==> src/clp_pkg.sv <==
package clp_pkg;
   // Transmit buffer state codes
   localparam logic [3:0] CODE_INACTIVE = 4'h8;
   localparam logic [3:0] CODE_DATA = 4'hC;
   localparam logic [3:0] CODE_ABORT = 4'h9;
   localparam logic [3:0] CODE_DONE = 4'h8;
   // Reset values
   localparam logic MODULE_DISABLE_BIT_RESET = 1'b1;
   localparam logic [3:0] CODE_RESET = 4'h8;
   // Pad level meaning
   localparam logic PAD_RECESSIVE = 1'b1;
   typedef enum logic [1:0] {
      CLP_RUN, CLP_FREEZE, CLP_DISABLED
   } clp_mode_t;
endpackage

==> src/clp_tx_if.sv <==
interface clp_tx_if;
   import clp_pkg::*;
   logic code_wr;
   logic [3:0] code_wdata;
   logic deact_req;
   logic win_tx;
   logic [3:0] code;
   logic done_pulse;
   logic abort_pending;
   modport ctrl (output code_wr, code_wdata, deact_req, win_tx,
      input code, done_pulse, abort_pending);
   modport buf_side (input code_wr, code_wdata, deact_req, win_tx,
      output code, done_pulse, abort_pending);
endinterface

==> src/clp_txbuf.sv <==
module clp_txbuf (
   input wire logic clk,
   input wire logic rst_b,
   clp_tx_if.buf_side tx
);
   import clp_pkg::*;
   logic [3:0] code_reg;
   logic abort_reg;
   logic deact_reg;
   logic done_reg;
   // Abort latches; deactivate takes effect on idle bus side
   wire is_abort = tx.code_wr && tx.code_wdata == CODE_ABORT;
   wire wr_ok = tx.code_wr && !abort_reg;
   // A deactivated frame may already sit in the engine and still leave
   wire send_done = tx.win_tx
      && (code_reg == CODE_DATA || abort_reg || deact_reg);
   ////////////////////////////////////////////////////////////////
   // Code field: locked after abort until a win completes
   always_ff @(posedge clk) begin
      if (!rst_b) begin
         code_reg <= CODE_RESET;
         abort_reg <= 1'b0;
         deact_reg <= 1'b0;
         done_reg <= 1'b0;
      end else begin
         done_reg <= 1'b0;
         if (send_done && !deact_reg) begin
            code_reg <= CODE_DONE;
            done_reg <= 1'b1;
            abort_reg <= 1'b0;
         end else if (send_done) begin
            // Frame already loaded still leaves; no flag, code kept
            deact_reg <= 1'b0;
         end else if (wr_ok) begin
            code_reg <= tx.code_wdata;
            abort_reg <= is_abort;
            deact_reg <= tx.deact_req;
         end
      end
   end
   assign tx.code = code_reg;
   assign tx.done_pulse = done_reg;
   assign tx.abort_pending = abort_reg;

   AST_ABORT_LOCK: assert property (@(posedge clk) disable iff (!rst_b)
      abort_reg && tx.code_wr && !send_done |=> $stable(code_reg))
      else $error("code changed while abort pending");
   AST_DEACT_NOFLAG: assert property (@(posedge clk) disable iff (!rst_b)
      deact_reg && send_done |=> !done_reg && $stable(code_reg))
      else $error("deactivated buffer flagged");
   COV_ABORT_WIN: cover property (@(posedge clk) disable iff (!rst_b)
      abort_reg ##[1:20] done_reg);
endmodule

==> src/clp_ctrl.sv <==
module clp_ctrl (
   input wire logic clk,
   input wire logic rst_b,
   input wire logic module_disable_bit,
   input wire logic freeze_req,
   input wire logic wake_irq_mask,
   input wire logic self_wake_enable,
   input wire logic rx_pad,
   input wire logic code_wr,
   input wire logic [3:0] code_wdata,
   input wire logic deact_req,
   input wire logic win_tx,
   output logic clk_stop_req,
   output logic low_power_ack,
   output logic freeze_ack,
   output logic wake_irq,
   output logic [3:0] buf_code,
   output logic buffer_done_flag,
   output logic abort_pending
);
   import clp_pkg::*;
   clp_mode_t mode_reg, mode_next;
   logic rx_prev_reg;
   logic module_disable_bit_prev_reg;
   logic stop_reg;
   logic lpack_reg;
   logic frzack_reg;
   logic wake_reg;
   logic [3:0] code_out_reg;
   logic done_out_reg;
   logic abort_out_reg;
   clp_tx_if tx ();

   ////////////////////////////////////////////////////////////////
   // Transmit buffer
   // Raw strobes go in; status comes back mirrored below
   assign tx.code_wr = code_wr;
   assign tx.code_wdata = code_wdata;
   assign tx.deact_req = deact_req;
   assign tx.win_tx = win_tx;
   clp_txbuf u_txbuf (
      .clk(clk),
      .rst_b(rst_b),
      .tx(tx)
   );

   ////////////////////////////////////////////////////////////////
   // Mode decode
   wire disable_now = module_disable_bit;
   wire module_disable_bit_fall = module_disable_bit_prev_reg && !module_disable_bit;
   // Falling edge of the pad, dominant is low
   wire rx_wake_edge = rx_prev_reg == PAD_RECESSIVE && rx_pad != PAD_RECESSIVE;
   // Disabled-mode test shared by the wake and request decodes
   function automatic logic is_off(input clp_mode_t m);
      return m == CLP_DISABLED;
   endfunction
   // Reproduces the known spurious wake on disable release
   wire spurious_wake = module_disable_bit_fall && wake_irq_mask && self_wake_enable
      && is_off(mode_reg);
   // Pad wake only counts while the engine clocks are stopped
   wire wake_event = (wake_irq_mask && rx_wake_edge
      && is_off(mode_reg)) || spurious_wake;

   always_comb begin
      mode_next = mode_reg;
      case (mode_reg)
         CLP_RUN: begin
            if (disable_now) mode_next = CLP_DISABLED;
            else if (freeze_req) mode_next = CLP_FREEZE;
         end
         CLP_FREEZE: begin
            if (disable_now) mode_next = CLP_DISABLED;
            else if (!freeze_req) mode_next = CLP_RUN;
         end
         CLP_DISABLED: begin
            if (!disable_now) mode_next = freeze_req ? CLP_FREEZE : CLP_RUN;
         end
         default: mode_next = CLP_RUN;
      endcase
   end

   // Next-state decodes feed the output flops directly
   wire dis_next = is_off(mode_next);
   wire frz_next = mode_next == CLP_FREEZE;

   ////////////////////////////////////////////////////////////////
   // Mode and input history; history resets to the idle pin levels
   // so that no false edge appears just after reset
   always_ff @(posedge clk) begin
      if (!rst_b) begin
         mode_reg <= CLP_DISABLED;
         rx_prev_reg <= PAD_RECESSIVE;
         module_disable_bit_prev_reg <= MODULE_DISABLE_BIT_RESET;
      end else begin
         mode_reg <= mode_next;
         rx_prev_reg <= rx_pad;
         module_disable_bit_prev_reg <= module_disable_bit;
      end
   end

   // Request and acks; the clock gate itself lives outside this block
   always_ff @(posedge clk) begin
      if (!rst_b) begin
         stop_reg <= MODULE_DISABLE_BIT_RESET;
         lpack_reg <= MODULE_DISABLE_BIT_RESET;
         frzack_reg <= 1'b0;
         wake_reg <= 1'b0;
      end else begin
         stop_reg <= dis_next;
         lpack_reg <= dis_next;
         frzack_reg <= frz_next;
         wake_reg <= wake_event;
      end
   end

   // Mirror buffer status so outputs leave flip-flops
   always_ff @(posedge clk) begin
      if (!rst_b) begin
         code_out_reg <= CODE_RESET;
         done_out_reg <= 1'b0;
         abort_out_reg <= 1'b0;
      end else begin
         code_out_reg <= tx.code;
         done_out_reg <= tx.done_pulse;
         abort_out_reg <= tx.abort_pending;
      end
   end

   assign clk_stop_req = stop_reg;
   assign low_power_ack = lpack_reg;
   assign freeze_ack = frzack_reg;
   assign wake_irq = wake_reg;
   assign buf_code = code_out_reg;
   assign buffer_done_flag = done_out_reg;
   assign abort_pending = abort_out_reg;

   ////////////////////////////////////////////////////////////////
   // Checks
   // Mode and clock request
   AST_DIS_REQ: assert property (@(posedge clk) disable iff (!rst_b)
      module_disable_bit |=> clk_stop_req)
      else $error("no clock stop request while disabled");
   AST_ENTER: assert property (@(posedge clk) disable iff (!rst_b)
      $rose(module_disable_bit) |=> mode_reg == CLP_DISABLED)
      else $error("disable not entered");
   AST_FRZ_DIS: assert property (@(posedge clk) disable iff (!rst_b)
      freeze_ack && module_disable_bit
      |=> low_power_ack && !freeze_ack && clk_stop_req)
      else $error("freeze to disable handshake wrong");
   AST_LP_MATCH: assert property (@(posedge clk) disable iff (!rst_b)
      low_power_ack == clk_stop_req)
      else $error("ack and stop request differ");

   // Leaving disable withdraws the request so clocks come back
   AST_RELEASE: assert property (@(posedge clk) disable iff (!rst_b)
      $fell(module_disable_bit) |=> !clk_stop_req && !low_power_ack)
      else $error("clock stop request kept after release");
   AST_RUN_CLEAR: assert property (@(posedge clk) disable iff (!rst_b)
      !module_disable_bit && !freeze_req
      |=> !clk_stop_req && !freeze_ack)
      else $error("run mode outputs wrong");
   AST_FRZ_ENTER: assert property (@(posedge clk) disable iff (!rst_b)
      !module_disable_bit && freeze_req |=> freeze_ack && !low_power_ack)
      else $error("freeze ack missing");
   AST_ACK_EXCL: assert property (@(posedge clk) disable iff (!rst_b)
      !(freeze_ack && low_power_ack))
      else $error("freeze and low-power ack together");
   AST_WAKE_CAUSE: assert property (@(posedge clk) disable iff (!rst_b)
      wake_irq |-> $past(rx_wake_edge) || $past(spurious_wake))
      else $error("wake without cause");
   AST_SPUR: assert property (@(posedge clk) disable iff (!rst_b)
      spurious_wake |=> wake_irq)
      else $error("release wake missing");
   AST_NOWAKE_MASK: assert property (@(posedge clk) disable iff (!rst_b)
      !wake_irq_mask |=> !wake_irq)
      else $error("wake while masked");

   // Wake path: disabled mode only; pad edge is the sole cause unless self wake is set
   AST_WAKE_MODE: assert property (@(posedge clk) disable iff (!rst_b)
      wake_irq |-> $past(mode_reg == CLP_DISABLED))
      else $error("wake outside disabled mode");
   AST_EDGE_WAKE: assert property (@(posedge clk) disable iff (!rst_b)
      wake_irq_mask && rx_wake_edge && mode_reg == CLP_DISABLED
      |=> wake_irq)
      else $error("pad edge wake missing");
   AST_PAD_ONLY: assert property (@(posedge clk) disable iff (!rst_b)
      wake_irq && !$past(self_wake_enable) |-> $past(rx_wake_edge))
      else $error("wake without pad edge");
   AST_DONE_MIRROR: assert property (@(posedge clk) disable iff (!rst_b)
      tx.done_pulse |=> buffer_done_flag ##1 !buffer_done_flag)
      else $error("done flag not one pulse");

   // Buffer status mirror and abort release
   AST_CODE_MIRROR: assert property (@(posedge clk) disable iff (!rst_b)
      buf_code == $past(tx.code))
      else $error("buffer code mirror wrong");
   AST_ABORT_CLEAR: assert property (@(posedge clk) disable iff (!rst_b)
      $fell(abort_pending) |-> buffer_done_flag)
      else $error("abort released without a win");
   COV_FRZ_DIS: cover property (@(posedge clk) disable iff (!rst_b)
      freeze_ack ##1 low_power_ack);
   COV_WAKE: cover property (@(posedge clk) disable iff (!rst_b) wake_irq);
   COV_SPUR: cover property (@(posedge clk) disable iff (!rst_b)
      spurious_wake ##1 wake_irq);
   COV_DONE: cover property (@(posedge clk) disable iff (!rst_b)
      buffer_done_flag);
endmodule

==> config.mk <==
export PLATFORM = sky130hd
export DESIGN_NAME = clp_ctrl
export DESIGN_NICKNAME = d
export VERILOG_FILES = /design/src/clp_pkg.sv /design/src/clp_tx_if.sv /design/src/clp_txbuf.sv /design/src/clp_ctrl.sv
export SDC_FILE = /design/constraint.sdc
export NUM_CORES = 1
export LEC_CHECK = 0
export BUFFER_PORTS_ARGS = -buffer_cell sky130_fd_sc_hd__buf_2
export CORE_MARGIN = 3
export CORE_UTILIZATION = 46
export CTS_CLUSTER_DIAMETER = 80
export DETAILED_ROUTE_END_ITERATION = 16
export PLACE_DENSITY = 0.85
export SYNTH_ARGS = -nofsm -noshare
export SYNTH_HDL_FRONTEND = slang
export SYNTH_SLANG_ARGS = --single-unit
==> constraint.sdc <==
create_clock -name clk -period 1.5 [get_ports clk]
set_input_delay 0.3 -clock clk [delete_from_list [all_inputs] [get_ports clk]]
set_output_delay 0.3 -clock clk [all_outputs]
set_load 0.02 [all_outputs]
* Word-level counts from Yosys, hierarchy flattened
Index checks and enable logic that the tools add are counted.
** Word-level totals
- Flip-flop bits (word level) :: 20
- Output and inout bits :: 10
** Cells by class
- Eq/ne operators :: 6
- Muxes and demuxes :: 10
- Bitwise operators :: 4
- Reduce and logical (&&, ||, !) cells :: 22
** Operators with widths (count)
- 1-bit logical AND :: 11
- 2-bit 2-to-1 mux :: 5
- 4-bit equality test, second input constant :: 2
- 2-bit case mux with 3 select lines :: 1
- 2-bit by 1-bit equality test with 1-bit output, second input constant :: 2
- 2-bit equality test, second input constant :: 2
- 1-bit 2-to-1 mux :: 4
- 1-bit inverter :: 4
- 2-bit AND reduction :: 2
- 1-bit zero test :: 3
- 1-bit logical OR :: 3
- 2-bit zero test :: 1
- 2-bit nonzero test :: 1
- 2-bit OR reduction :: 1

* Depth between registers and ports, before layout
Gate-level depths: netlist (run 1).
- Depth after elaboration :: 7
- Gate-level depth with buffers :: 4
- Mapped depth without buffers :: 4

* By module
Synthesis (run 1) repeated with hierarchy kept, for this count alone.
** Second synthesis, totals
- Cells, all modules :: 62
- Area total of the unflattened synthesis :: 732.0 µm²
** By module, submodules not included
- clp_ctrl :: instances 1, cells each 33, area each 422.9 µm², sequential area each 260.2 µm²
- clp_txbuf :: instances 1, cells each 29, area each 309.0 µm², sequential area each 140.1 µm²

* Least setup slack after synthesis (run 1)
Ideal clock, no wire load.
- Path kind :: register to register
- From :: register u_txbuf.abort_reg (netlist: u_txbuf.tx.abort_pending)
- To :: register u_txbuf.code_reg[3] (netlist: u_txbuf.tx.code[3])
- Arrival :: 1188 ps
- Slack :: 192 ps
- Cell stages (with the launch flop) :: 4
- Path buffers :: 0
- Period minus slack after synthesis :: 1308 ps
- Cell sequence :: dfxtp_1 > or3b_1 > a2bb2oi_2 > a211o_1
** On the way
- Cells in the longest elaborated chain, start to end :: 5
** RTL lines
- start, declared :: RTL line clp_txbuf.sv:8 : logic abort_reg;
- start signal, assigned :: RTL line clp_txbuf.sv:36 : abort_reg <= is_abort;
- 1-bit logical OR (2 in a row) :: RTL line clp_txbuf.sv:16 : && (code_reg == CODE_DATA || abort_reg || deact_reg);
- 1-bit logical AND :: RTL line clp_txbuf.sv:16
- 1-bit logical AND or 1-bit inverter (tied branches)
- 2-bit OR reduction (no line) or 2-bit AND reduction (tied branches)
- end signal, assigned :: RTL line clp_txbuf.sv:35 : code_reg <= tx.code_wdata;
- end, declared :: RTL line clp_txbuf.sv:7 : logic [3:0] code_reg;
Several ways; a longest one is shown, not always the timed one.
A chain may end at the register's enable or synchronous reset.

* Worst setup path in the final report (run 1)
Ends and elaborated chain as after synthesis.

==> results of run 1 <==
cells by family (layout without fill, tap and decap cells):
| group | count (synthesis) | after routing |
|---|---|---|
| and+or+nand+nor | 29 | 29 |
| DFF | 20 | 20 |
| AOI/OAI and AO/OA | 6 | 6 |
| muxes | 4 | 4 |
| buffers and inverters | 4 | 30 |
cell usage in the layout (no fill, tap or decap):
master,synthesis,layout
buf_2,0,23
dfxtp_1,20,20
nand2_1,7,7
and2_1,5,5
nor2_1,4,4
nand2b_1,3,3
mux2i_1,3,3
clkbuf_4,0,3
and4b_1,2,2
inv_1,2,2
and3_1,2,2
o22ai_1,1,1
nor4bb_1,1,1
and4bb_1,1,1
o31ai_4,1,1
nor3b_1,1,1
and2b_4,1,1
mux2_1,1,1
o21ai_1,1,1
nor3_1,1,1
a31oi_1,1,1
or3b_1,1,1
a2bb2oi_2,1,1
a211o_1,1,1
clkbuf_8,0,1
buf_4,1,1
power by group:
part / switching (mW) / total (mW) / internal [mW]
clock: 0.151 / 0.299 / 0.148
combinational: 0.0639 / 0.128 / 0.0640
sequential: 0.0154 / 0.577 / 0.561
total: 0.231 / 1.00 / 0.773
routing by layer:
metal	vias up	wire (um)
met5	-	0
met4	0	7
met3	2	87
met2	18	553
met1	229	548
li1	267	-
stage by stage:
stage,instances,area (um^2)
after floorplan,63,701
after global placement,100,831
after detailed placement,100,831
after CTS,104,867
after global routing,104,867
final,104,867
Yosys cell counts (2+ instances only):
library cell  instances
dfxtp_1              20
nand2_1               7
and2_1                5
nor2_1                4
mux2i_1               3
nand2b_1              3
and3_1                2
and4b_1               2
inv_1                 2
final cells by class:
type	instances	area [um^2]
multi-input cells	39	282
inverters	2	7.51
flip-flops and latches	20	400
well taps	15	18.8
fillers	121	499
clock buffers	4	36.3
repair buffers	24	123
how the worst min path moves through the flow:
| stage | cells after the start | slack (ps) | endpoint |
|---|---|---|---|
| finish | 2 | 200 | rx_prev_reg |
| global route | 2 | 220 | rx_prev_reg |
| CTS | 2 | 200 | rx_prev_reg |
| detailed placement | 1 | 410 | wake_irq |
| global placement | 1 | 410 | wake_irq |
| floorplan | 1 | 370 | module_disable_bit_prev_reg |
worst register-to-register path, cell delays in order, from the launching register on:
cell and delay [ps]:
dfxtp_1 370, or3b_1 400, a2bb2oi_2 200, a211o_1 300
==> run metrics, run 1 <==
status=finished clean; layer with the highest usage=met2; R2R depth=3; Die Ht=45.0 um; largest family of logic cells by synthesized area=simple AND/OR/NAND/NOR gates; Worst path depth=3; Num CTS Buffers=3; total core area=1370 um^2; area share of xor/xnor cells in the synthesized design=0; Max transition margin=0.823; CTS tree=built; WL final=1200 um; final worst slack=134 ps; synth warn=0; WL per Instance=11.5 um; GR Util met3=0.0398; remaining antenna violation count=0; post-synthesis adder-cell area fraction=0; largest net degree at the start of global routing=17; Worst-path clk slew=110 ps; CTS root buf=clkbuf_4; hold path start=rx_pad; Hold Fails Final Rpt=0; capture point of the worst path=u_txbuf.tx.code[3]; Peak Freq=732 MHz; Critical Path Max Stage Delay=400 ps; crit path kind=reg2reg; worst-path cell chain=or3b_1, a2bb2oi_2, a211o_1; fin util=0.635; CP max-delay cell=or3b_1; worst hold slack=205 ps; Power, Total=1.00 mW; M1 GR Usage=0.172; CP top delay family=compound AO/OA/AOI/OAI gates; Critical Path Fanout Max=5; Final Cycle Share=0.911; CTS sink count=20; Setup crit end kind=flop; leading area contributor after synthesis=dfxtp_1; Post-CTS Setup Inserts=0; GRT overflow=0; num ports=24; post-route minimum period=1370 ps; CP arrival=1560 ps; Syn Nets=77; Worst R2R Start=u_txbuf.tx.abort_pending; skew final=4.66 ps; worst endpoint required time=1690 ps; R2R Path End=u_txbuf.tx.code[3]; ys flop type=dfxtp_1; grt met2 use=0.215; die area=2030 um^2; mux cell area share after synthesis=0.0589; Syn Std Cell Area=701 um^2; post-synthesis simple-gate area fraction=0.254; EDFF count, synth=0; row cnt=13; Worst Hold Class=in2reg; RSZ-0062 raised after global routing=false; Final Wtd Congestion=0.696; LEAKAGE=0.426 nW; Distinct cells, synth=24; Clock Path Buffers=2; Vias/cell=4.96; Clock Latency Late Sink=290 ps; power density over the cells=1160 nW/um^2; max-slew violations=0; via count=516; TritonRoute pass-1 iters=2; Syn Area/Cell=11.1 um^2; initial core utilization=0.513; Max Cap Viol=0; Setup crit start=u_txbuf.tx.abort_pending; DPL Wire Length=933 um; VDD IR max=0.636 mV; Post-Syn Instances=63; share of layout cells above drive strength 1=0.348; antenna violations before repair=0; Die Width=45.0 um; asr flop ratio synth=0; Startpoint Class=flop; H-tree levels=1; final setup vio count=0; n_diodes=0; register area share after synthesis=0.571; largest cells by area after synthesis=dfxtp_1, and2_1, mux2i_1; Buffers on Ports=23; Iter 0 DRT Violations=7; Yosys reg bits=20; Synth top area share=0.571; nets=104; worst path bufs/invs=0; drt drc=0; Least-Margin Pin Slew=265 ps; first-pass GRT wire length=2040 um; post-CTS resize count=0; pre-CTS WS=118 ps; P&R area growth vs syn=23.8%; GRT Util Overall=0.138; hold_buf cts=0; reg-to-reg slack, setup=130 ps; Compound-Gate Fraction of Synth Area=0.0893; TNS Setup=0 ps; vias in the first global route=484
Note: power is estimated with default switching activity, not from simulation.
==> inputs of run 2 (changes only) <==
PLACE_DENSITY = 0.74   (was 0.85)
==> run 2 against run 1 <==
Clock power grew 45%; sequential share of layout area decreased by 1.2 points; worst setup slack lost 8.4 ps; sequential power hardly changed; non-clock buffer count is 1 higher; global-route usage down 0.76 points; first-iteration DRC count is 29% lower; critical path depth unchanged; utilization increased by 1.7 points; largest power group unchanged; via count fell by 1.7%; die area stayed put.
==> run metrics, run 2 (same netlist as run 1, synthesis figures left out) <==
Peak Freq=727 MHz; total core area=1370 um^2; fin util=0.652; H-tree levels=1; CP max-delay cell=or3b_1; Final Cycle Share=0.917; Power, Total=1.14 mW; Clock Path Buffers=2; hold endpoint=rx_prev_reg; Vias/cell=4.83; die area=2030 um^2; Cells after DPL=101; worst path bufs/invs=0; Hold Path Depth=2; LEAKAGE=0.439 nW; Num CTS Buffers=3; post-CTS resize count=0; initial core utilization=0.513; Critical Path Max Stage Delay=400 ps; drt drc=0; Worst Hold Class=in2reg; Post-CTS Setup Inserts=0; CTS tree=built; Least-Margin Pin Slew=261 ps; Worst-path clk slew=110 ps; worst hold slack=206 ps; Clock Latency Late Sink=300 ps; GRT Util Overall=0.130; combinational fraction of design power=0.116; Die Ht=45.0 um; largest net degree at the start of global routing=17; Final Wtd Congestion=0.758; Critical Path Fanout Max=5; final setup vio count=0; status=finished clean; GRT overflow=0; antenna violations before repair=0; clock share of power=0.380; TritonRoute pass-1 iters=2; num ports=24; Die Width=45.0 um; VDD IR max=0.558 mV; WL per Instance=11.1 um; R2R Path End=u_txbuf.tx.code[3]; worst-path cell chain=or3b_1, a2bb2oi_2, a211o_1; WL final=1170 um; hold_buf cts=0; row cnt=13; CP arrival=1570 ps; max-slew violations=0; Buffers on Ports=23; TNS Setup=0 ps; reg-to-reg slack, setup=130 ps; Hold Fails Final Rpt=0; remaining antenna violation count=0; Flop pwr share=0.503; Non-Filler Instances=105; n_diodes=0; power density over the cells=1280 nW/um^2; vias in the first global route=466; crit path kind=reg2reg; RSZ-0062 raised after global routing=false; P&R area growth vs syn=27.1%; Worst R2R Start=u_txbuf.tx.abort_pending; Setup crit end kind=flop; P_int=0.897 mW; skew final=3.29 ps; worst endpoint required time=1700 ps; sw frac=0.213; hold path start=rx_pad; most frequent cells in the layout=buf_2, dfxtp_1, nand2_1; via count=507; most common cell after layout, fill and taps aside=buf_2; share of layout cells above drive strength 1=0.356; sw power=0.243 mW; CP top delay family=compound AO/OA/AOI/OAI gates; nets=105; Worst path depth=3; first-pass GRT wire length=1910 um; Iter 0 DRT Violations=5; CTS root buf=clkbuf_4; post-route minimum period=1370 ps; CTS sink count=20; Max transition margin=0.826; FILL cells=126; Startpoint Class=flop; R2R depth=3; DPL Wire Length=878 um; Max Cap Viol=0
run 2: changes by cell type in the layout (fill, tap and decap cells not counted):
cell and change:
clkbuf_8 -1, bufinv_16 +1, buf_4 +1
run 2: final cells by class:
class                      count  area [um^2]  share of cell area
sequential                    20          400               0.449
multi-input combinational     39          282               0.316
timing repair buffer          25          130               0.146
clock inverter                 1         30.0              0.0337
clock buffer                   3         22.5              0.0253
tap                           15         18.8              0.0211
inverter                       2         7.51             0.00843
run 2: worst max-delay path by stage:
stage | from | to
after floorplan | u_txbuf.tx.abort_pending | u_txbuf.tx.code[3]
after global placement | code_wr | u_txbuf.tx.code[3]
after detailed placement | code_wr | u_txbuf.tx.code[3]
after CTS | u_txbuf.tx.abort_pending | u_txbuf.tx.code[3]
after global routing | u_txbuf.tx.abort_pending | u_txbuf.tx.code[3]
final | u_txbuf.tx.abort_pending | u_txbuf.tx.code[3]
run 2: metal layers:
layer / vias to the layer above / share of wire / global-route usage / wire [um]
met1: 217 / 0.46 / 0.166 / 544
li1: 273 / - / - / -
met2: 15 / 0.45 / 0.198 / 530
met3: 2 / 0.070 / 0.0359 / 82
met4: 0 / 0.011 / 0.0702 / 13
met5: - / 0 / 0 / 0
run 2: power groups by stage:
| stage | combinational [mW] | clock, mW | sequential [mW] |
|---|---|---|---|
| after global placement | 0.132 | 0 | 0.586 |
| final | 0.133 | 0.434 | 0.574 |
| after global routing | 0.146 | 0.464 | 0.578 |
| after detailed placement | 0.133 | 0 | 0.586 |
| after CTS | 0.135 | 0.446 | 0.575 |
| after floorplan | 0.0707 | 0 | 0.600 |
run 2: per-stage QoR:
stage / setup slack (ps) / cell area, um^2
2_1_floorplan: 192 / 701
3_3_place_gp: 146 / 838
3_5_place_dp: 138 / 838
4_1_cts: 110 / 891
5_1_grt: 55.2 / 891
6_report: 125 / 891
